`src/design/gpio_port_pkg.sv`:
```
// Package: register map, field positions and reset values of the pin port
package gpio_port_pkg;
   localparam int PIN_COUNT = 7;
   localparam logic [6:0] DIRECTION_OFFSET = 7'h0E;
   localparam logic [6:0] LEVEL_OFFSET = 7'h0F;
   localparam logic [6:0] READY_CONTROL_OFFSET = 7'h11;
   localparam int READY_SELECT_BIT = 7;
   localparam int PIN_SIX_INDEX = 6;
   localparam logic [6:0] DIRECTION_RESET = 7'h00;
   localparam logic [6:0] LEVEL_RESET = 7'h00;
   localparam logic READY_SELECT_RESET = 1'b0;
   localparam logic [7:0] READY_CONTROL_OTHER_RESET = 8'h03;

   typedef struct packed {
      logic write;
      logic read;
      logic [6:0] address;
      logic [7:0] wdata;
   } reg_request_t;

   typedef struct packed {
      logic [6:0] out;
      logic [6:0] oe;
   } pin_drive_t;
endpackage : gpio_port_pkg

```
`src/design/general_purpose_pin_port.sv`:
```
// Seven-pin general purpose port with optional data-ready on pin six
`timescale 1ns/1ps
// How it works
// - Seven direction bits, one means output, reset inputs
// - Output pins drive the written data bit
// - Data writes to input pins are silently ignored
// - Reading output pins returns the pin level as sampled through the two-flop synchroniser
// - Data-ready role overrides pin six direction and data
// - Control bit seven selects data-ready on pin six
module general_purpose_pin_port (
   // Clock and reset
   input wire logic CLK_SYS,
   input wire logic RESET,
   // Register access from the serial interface
   input wire gpio_port_pkg::reg_request_t REG_REQ,
   output logic [7:0] REG_RDATA,
   output logic REG_HIT,
   // Data-ready from the converter core, active low
   input wire logic DATA_READY_N,
   // Port pins
   input wire logic [6:0] PORT_PIN_IN,
   output gpio_port_pkg::pin_drive_t PORT_PIN
);
   // Register state
   logic [6:0] pin_direction_control;
   logic [6:0] pin_level_data;
   logic ready_on_pin_six_select;
   logic [6:0] ready_control_other;

   // Pin sampling and read path
   logic [6:0] pin_level_sync;
   logic [6:0] readback;
   logic [7:0] next_rdata;
   logic next_hit;

   // Next values of stored data and pin drive
   logic [6:0] next_level;
   logic [6:0] next_oe;
   logic [6:0] next_out;

   // Decoded strobes
   logic dir_write;
   logic level_write;
   logic ctrl_write;
   logic dir_read;
   logic level_read;
   logic ctrl_read;

   // One decoder for every strobe, so reads and writes share one address map
   function automatic logic reg_match(
      input gpio_port_pkg::reg_request_t req,
      input logic [6:0] offset,
      input logic is_write
   );
      logic kind;
      kind = is_write ? req.write : req.read;
      return kind && (req.address == offset);
   endfunction : reg_match

   // Input-pin bits keep their old value, so a later direction change drives no stale write
   function automatic logic [6:0] merge_level(
      input logic [6:0] stored,
      input logic [6:0] written,
      input logic [6:0] direction
   );
      return (written & direction) | (stored & ~direction);
   endfunction : merge_level

   // The data-ready role forces pin six to drive, whatever its direction bit says
   function automatic logic [6:0] pin_enable(
      input logic [6:0] direction,
      input logic select
   );
      logic [6:0] result;
      result = direction;
      if (select) begin
         result[gpio_port_pkg::PIN_SIX_INDEX] = 1'b1;
      end
      return result;
   endfunction : pin_enable

   // Disabled buffers see a low level, so a stored bit never leaks out of an input pin
   function automatic logic [6:0] pin_value(
      input logic [6:0] stored,
      input logic [6:0] direction,
      input logic select,
      input logic ready_n
   );
      logic [6:0] result;
      result = stored & direction;
      if (select) begin
         result[gpio_port_pkg::PIN_SIX_INDEX] = ready_n;
      end
      return result;
   endfunction : pin_value

   // Write strobes
   always_comb begin
      dir_write = reg_match(REG_REQ, gpio_port_pkg::DIRECTION_OFFSET, 1'b1);
      level_write = reg_match(REG_REQ, gpio_port_pkg::LEVEL_OFFSET, 1'b1);
      ctrl_write = reg_match(REG_REQ, gpio_port_pkg::READY_CONTROL_OFFSET, 1'b1);
   end

   // Read strobes
   always_comb begin
      dir_read = reg_match(REG_REQ, gpio_port_pkg::DIRECTION_OFFSET, 1'b0);
      level_read = reg_match(REG_REQ, gpio_port_pkg::LEVEL_OFFSET, 1'b0);
      ctrl_read = reg_match(REG_REQ, gpio_port_pkg::READY_CONTROL_OFFSET, 1'b0);
   end

   pin_input_sync #(.WIDTH(gpio_port_pkg::PIN_COUNT)) u_sync (
      .clk(CLK_SYS),
      .reset(RESET),
      .async_in(PORT_PIN_IN),
      .sync_out(pin_level_sync)
   );

   // All inputs after reset, so nothing fights the board before software decides
   always_ff @(posedge CLK_SYS) begin
      if (RESET) begin
         pin_direction_control <= gpio_port_pkg::DIRECTION_RESET;
      end else if (dir_write) begin
         pin_direction_control <= REG_REQ.wdata[6:0];
      end
   end

   always_comb begin
      next_level = merge_level(pin_level_data, REG_REQ.wdata[6:0],
         pin_direction_control);
   end

   always_ff @(posedge CLK_SYS) begin
      if (RESET) begin
         pin_level_data <= gpio_port_pkg::LEVEL_RESET;
      end else if (level_write) begin
         pin_level_data <= next_level;
      end
   end

   always_ff @(posedge CLK_SYS) begin
      if (RESET) begin
         ready_on_pin_six_select <= gpio_port_pkg::READY_SELECT_RESET;
      end else if (ctrl_write) begin
         ready_on_pin_six_select <= REG_REQ.wdata[gpio_port_pkg::READY_SELECT_BIT];
      end
   end

   // Other control bits are kept only so software reads back what it wrote
   always_ff @(posedge CLK_SYS) begin
      if (RESET) begin
         ready_control_other <= 7'(gpio_port_pkg::READY_CONTROL_OTHER_RESET);
      end else if (ctrl_write) begin
         ready_control_other <= REG_REQ.wdata[6:0];
      end
   end

   always_comb begin
      next_oe = pin_enable(pin_direction_control, ready_on_pin_six_select);
   end

   always_comb begin
      next_out = pin_value(pin_level_data, pin_direction_control,
         ready_on_pin_six_select, DATA_READY_N);
   end

   // Registered drive costs a cycle of lag but keeps decode glitches off the pins
   always_ff @(posedge CLK_SYS) begin
      if (RESET) begin
         PORT_PIN <= '0;
      end else begin
         PORT_PIN.oe <= next_oe;
         PORT_PIN.out <= next_out;
      end
   end

   // Reads show the sampled pin for every bit, which for outputs is the driven level
   always_comb begin
      readback = pin_level_sync;
   end

   // Unmapped reads return zero with no hit
   always_comb begin
      next_rdata = 8'h00;
      next_hit = 1'b0;
      if (dir_read) begin
         next_rdata = {1'b0, pin_direction_control};
         next_hit = 1'b1;
      end
      if (level_read) begin
         next_rdata = {1'b0, readback};
         next_hit = 1'b1;
      end
      if (ctrl_read) begin
         next_rdata = {ready_on_pin_six_select, ready_control_other};
         next_hit = 1'b1;
      end
   end

   always_ff @(posedge CLK_SYS) begin
      if (RESET) begin
         REG_RDATA <= 8'h00;
      end else begin
         REG_RDATA <= next_rdata;
      end
   end

   always_ff @(posedge CLK_SYS) begin
      if (RESET) begin
         REG_HIT <= 1'b0;
      end else begin
         REG_HIT <= next_hit;
      end
   end
endmodule : general_purpose_pin_port

```
`src/design/pin_input_sync.sv`:
```
// Two-flop synchroniser for the port pin inputs
`timescale 1ns/1ps
module pin_input_sync #(
   parameter int WIDTH = 7
) (
   // Clock and reset
   input wire logic clk,
   input wire logic reset,
   // Data
   input wire logic [WIDTH-1:0] async_in,
   output logic [WIDTH-1:0] sync_out
);
   logic [WIDTH-1:0] stage_one;

   always_ff @(posedge clk) begin
      if (reset) begin
         stage_one <= '0;
         sync_out <= '0;
      end else begin
         stage_one <= async_in;
         sync_out <= stage_one;
      end
   end
endmodule : pin_input_sync

```
`config.mk`:
```
export PLATFORM = sky130hd
export DESIGN_NAME = general_purpose_pin_port
export DESIGN_NICKNAME = d
export VERILOG_FILES = /design/src/design/gpio_port_pkg.sv /design/src/design/general_purpose_pin_port.sv /design/src/design/pin_input_sync.sv
export SDC_FILE = /design/constraint.sdc
export NUM_CORES = 1
export LEC_CHECK = 0
export BUFFER_PORTS_ARGS = -buffer_cell sky130_fd_sc_hd__buf_2
export CAP_MARGIN = 20
export CORE_MARGIN = 3
export CORE_UTILIZATION = 47
export CTS_CLUSTER_SIZE = 40
export DETAILED_ROUTE_END_ITERATION = 7
export GPL_ROUTABILITY_DRIVEN = 0
export PLACE_DENSITY = 0.77
export REMOVE_ABC_BUFFERS = 1
export SYNTH_ARGS = -nofsm -noshare
export SYNTH_HDL_FRONTEND = slang
export SYNTH_HIERARCHICAL = 1
export SYNTH_SLANG_ARGS = --single-unit
```
`constraint.sdc`:
```
create_clock -name CLK_SYS -period 1 [get_ports CLK_SYS]
set_input_delay 0.15 -clock CLK_SYS [delete_from_list [all_inputs] [get_ports CLK_SYS]]
set_output_delay 0.15 -clock CLK_SYS [all_outputs]
set_load 0.005 [all_outputs]
```
== Word-level counts from Yosys, hierarchy flattened ==
Index checks and enable logic that the tools add are counted.
Word-level totals
  register bits after elaboration: 59
  input bits: 27
  output and inout bits: 23
  word-level logic and storage cells: 32
Operators by class
  equality and inequality tests: 3
  mux-type cells: 8
  bitwise logic cells: 5
  reductions and logical operators: 6
Operators with widths (count)
  7-bit AND: 3
  8-bit 2-to-1 mux: 2
  7-bit by 4-bit == test with 1-bit output, second input constant: 2
  7-bit by 5-bit == test with 1-bit output, second input constant: 1
  7-bit 2-to-1 mux: 1
  7-bit inverter: 1
  7-bit bitwise OR: 1
  1-bit logical AND: 6
  1-bit 2-to-1 mux: 5

== Depth between registers and ports, before layout ==
  depth in word-level cells: 5
  depth in mapped cells: 5
  gate-level depth less buffers: 3

== By module ==
Netlist, hierarchy kept.
Modules (own cells, without submodules)
  general_purpose_pin_port: instances 1, cells an instance 176, area each 1799.2 um^2
  pin_input_sync: instances 1, cells an instance 29, area each 407.9 um^2

== Worst setup path after synthesis ==
OpenSTA, ideal clock, no wires.
  path type: input -> register
  from: input port REG_REQ[12] in the netlist's numbering
  to: register pin_direction_control[2]
  library setup time: 72 ps
  arrival time: 994 ps
  data required time: 928 ps
  slack: -66 ps
  cell stages on the path: 5
  cells stage by stage: and4b_1 buf_6 and4b_1 buf_6 mux2i_1
Between the ends
  word-level cells in the longest chain between the ends: 2
RTL lines
  start: declaration: RTL line general_purpose_pin_port.sv:15  | input wire gpio_port_pkg::reg_request_t REG_REQ,
  7-bit by 4-bit == test with 1-bit output: RTL line general_purpose_pin_port.sv:57  | return kind && (req.address == offset);
  1-bit logical AND: RTL line general_purpose_pin_port.sv:57
  end signal: assignment: RTL line general_purpose_pin_port.sv:121  | pin_direction_control <= gpio_port_pkg::DIRECTION_RESET;
  end signal: assignment: RTL line general_purpose_pin_port.sv:123  | pin_direction_control <= REG_REQ.wdata[6:0];
  end: declaration: RTL line general_purpose_pin_port.sv:25  | logic [6:0] pin_direction_control;
No other way between the ends.
A chain may end at the register's enable or synchronous reset.

== Final worst setup path ==
  from: register REG_RDATA[3]
  to: output port REG_RDATA[3]
RTL lines
  start: declaration: RTL line general_purpose_pin_port.sv:16  | output logic [7:0] REG_RDATA,
  start signal: assignment: RTL line general_purpose_pin_port.sv:203  | REG_RDATA <= next_rdata;
No word-level cell between the ends.

==> impl_metrics.json <==
{
  "status": "finished clean",
  "combPwrFrac": 0.059,
  "grt_pass1_wl_mm": 6.96,
  "hold_class": "in -> reg",
  "die_h_um": 74.5,
  "tightest_slew_ps": 370,
  "r2r_cells": 3,
  "cts_tree": "yes",
  "cts_resized": 0,
  "r2r_start": "pin_direction_control[6]$_SDFFE_PP0P_",
  "path_cells": "buf_2",
  "cts_made_buffers": 9,
  "r2r_end": "REG_RDATA[6]$_SDFF_PP0_",
  "worstSkewPairLatency_ps": 330,
  "cts_max_path_buffers": 2,
  "antenna_found_initial": 0,
  "p_leak_nw": 1.31,
  "hold_viol": 0,
  "clock_skew_ps": 7.01,
  "grt-ovfl-total": 0,
  "grt_pass1_vias": 1463,
  "die-area_mm2": 0.00555,
  "p_sw_uw": 996,
  "finalSetupViolations": 0,
  "vdd_drop_max_uv": 907,
  "cp-end-kind": "output pin",
  "p_int_mw": 3.55,
  "post_drt_wl_per_cell_um": 13.5,
  "critPathLaunchType": "flip-flop",
  "place_inst": 314,
  "hold_slack_ps": 23.0,
  "cts.clk_slew.worst_paths_ps": 60,
  "maxSlewViolCount": 0,
  "die_w_um": 74.5,
  "portBuffers": 49,
  "drive_above_1_share": 0.378,
  "grt_use_total": 0.176,
  "crit_fanout": 1,
  "ctsHtreeMaxLevel": 3,
  "stdcell_count": 330,
  "cp.arrival_ps": 790,
  "place_ws_ps": -267,
  "synth_warnings": 6,
  "relSlewSlack": 0.754,
  "synth_seq_cells": 59,
  "setup_ws_ps": 63.2,
  "nNetsFinal": 300,
  "core_mm2": 0.00444,
  "synth_cell_types": 28,
  "drtIter0Drc": 74,
  "crit_family": "flip-flops",
  "seq_area_mm2": 0.00118,
  "rsz0062_at_grt": "false",
  "path_class": "reg -> out",
  "endpoint": "REG_RDATA[3]",
  "fp-row-count": 24,
  "power_density_mw_per_mm2": 1640,
  "grt_max_degree": 16,
  "rrSetupSlack_ps": 100,
  "antennaDiodeCount": 0,
  "crit_start": "REG_RDATA[3]$_SDFF_PP0_",
  "start_util": 0.497,
  "drtPass1Iterations": 4,
  "hpwlAfterDp_mm": 3.14,
  "ys_seq_area_frac": 0.535,
  "syn_avg_cell_area_um2": 10.8,
  "cpPeakStageDelay_ps": 340,
  "postSynthCellCount": 205,
  "post-route-period-util": 0.937,
  "multi_input_area_um2": 917,
  "clock-root-buffer": "clkbuf_8",
  "postRouteAntennaNets": 0,
  "critical_path.n_buffers_inverters": 1,
  "switching_share": 0.219,
  "syn_to_final_growth_pct": 26.1,
  "routed_wl_mm": 4.45,
  "max_freq_ghz": 1.07,
  "vias": 1616,
  "netlist_area_mm2": 0.00221,
  "cp.required_ps": 850,
  "drcViolationCount": 0,
  "nFillCells": 376,
  "ctsHoldBuffers": 0,
  "ios": 50,
  "maxCapViolations": 0,
  "p_seq_frac": 0.524,
  "postCtsSetupRepairBufs": 0,
  "p_clk_frac": 0.417,
  "viasPerCell": 4.90,
  "whs_path_depth": 2,
  "cts_sinks": 59,
  "cp.depth": 1,
  "slowest_stage": "dfxtp_1",
  "fin_crit_ps": 937
}
## layout by cell type (no fill, tap or decap)
cell type	synthesis	routed
buf_4	4	18
clkbuf_8	0	11
nor2_1	6	6
buf_2	1	49
and3_2	0	1
and4bb_2	1	1
nor3_1	1	1
a21oi_1	9	9
nand2b_1	27	27
dfxtp_1	59	59
nor3b_2	1	1
nor4b_2	1	1
nand2_1	3	3
nand3_1	22	22
o31ai_1	1	1
and2b_1	3	3
mux2_2	7	7
buf_12	0	2
and2_1	6	6
clkbuf_1	3	3
and4b_1	2	2
mux2i_1	21	21
nand3_4	1	1
inv_1	7	7
nor2b_2	10	10
nor2_2	1	1
clkinv_2	0	2
nand4_1	1	1
nor2b_1	2	2
## layer usage
metal / vias up / wire length, um / global-route usage
met2: 52 / 2040 / 0.257
met4: 0 / 98 / 0.125
li1: 820 / - / -
met1: 736 / 2040 / 0.224
met5: - / 0 / 0
met3: 8 / 279 / 0.0486
## worst min path at each step
stage,startpoint,endpoint,slack [ps]
6_report,PORT_PIN_IN[0],u_sync/stage_one[0]$_SDFF_PP0_,20
5_1_grt,PORT_PIN_IN[0],u_sync/stage_one[0]$_SDFF_PP0_,20
4_1_cts,PORT_PIN_IN[0],u_sync/stage_one[0]$_SDFF_PP0_,10
3_5_place_dp,PORT_PIN_IN[2],u_sync/stage_one[2]$_SDFF_PP0_,360
3_3_place_gp,PORT_PIN_IN[6],u_sync/stage_one[6]$_SDFF_PP0_,360
2_1_floorplan,RESET,u_sync/stage_one[1]$_SDFF_PP0_,220
## cells by family after synthesis
group	share of synthesized area
DFF	0.535
buffers and inverters	0.0499
and+or+nand+nor	0.260
muxes	0.131
AOI/OAI and AO/OA	0.0238
## power by group through the flow
stage	Clock (mW)	Combinational, mW	Sequential [mW]
2_1_floorplan	0	0.0972	2.43
3_3_place_gp	0	0.268	2.44
3_5_place_dp	0	0.270	2.44
4_1_cts	1.92	0.272	2.38
5_1_grt	2.00	0.296	2.39
6_report	1.90	0.271	2.38
## per-stage QoR
stage                     TNS (ps)   util  power [mW]  instance area, um^2
after floorplan              -7200      -        2.53                 2120
after global placement       -3970  0.587        2.70                 2610
after detailed placement     -4990  0.587        2.71                 2610
after CTS                        0  0.626        4.58                 2780
after global routing             0  0.626        4.68                 2780
final                            0  0.626        4.55                 2780
## cells in the mapped netlist, drive strengths merged
cell type / n / area, um^2
dfxtp: 59 / 1180
nor2: 7 / 28.8
a21oi: 9 / 45.0
o31ai: 1 / 7.51
inv: 7 / 26.3
clkbuf: 3 / 11.3
and3: 1 / 6.26
mux2: 7 / 78.8
and4bb: 1 / 12.5
mux2i: 21 / 210
nand2: 3 / 11.3
and4b: 2 / 20.0
buf: 9 / 72.6
and2: 6 / 37.5
nand3: 23 / 128
nor2b: 12 / 100
nand2b: 27 / 169
and2b: 3 / 22.5
nor4b: 1 / 15.0
nor3b: 1 / 12.5
nand4: 1 / 6.26
nor3: 1 / 5.00
## worst register-to-register path, stage by stage, from the launching register on
cell     delay (ps)
dfxtp_1         350
mux2_2          280
nand3_1          80
a21oi_1          70
## layout make-up
type                    instances  share of cell area
repair buffers                 69               0.151
clock buffers                  14              0.0585
well taps                      52              0.0234
inverters                       7             0.00944
clock inverters                 2             0.00360
multi-input cells             127               0.330
flip-flops and latches         59               0.424
No activity file was read; power rests on OpenSTA's default activity.
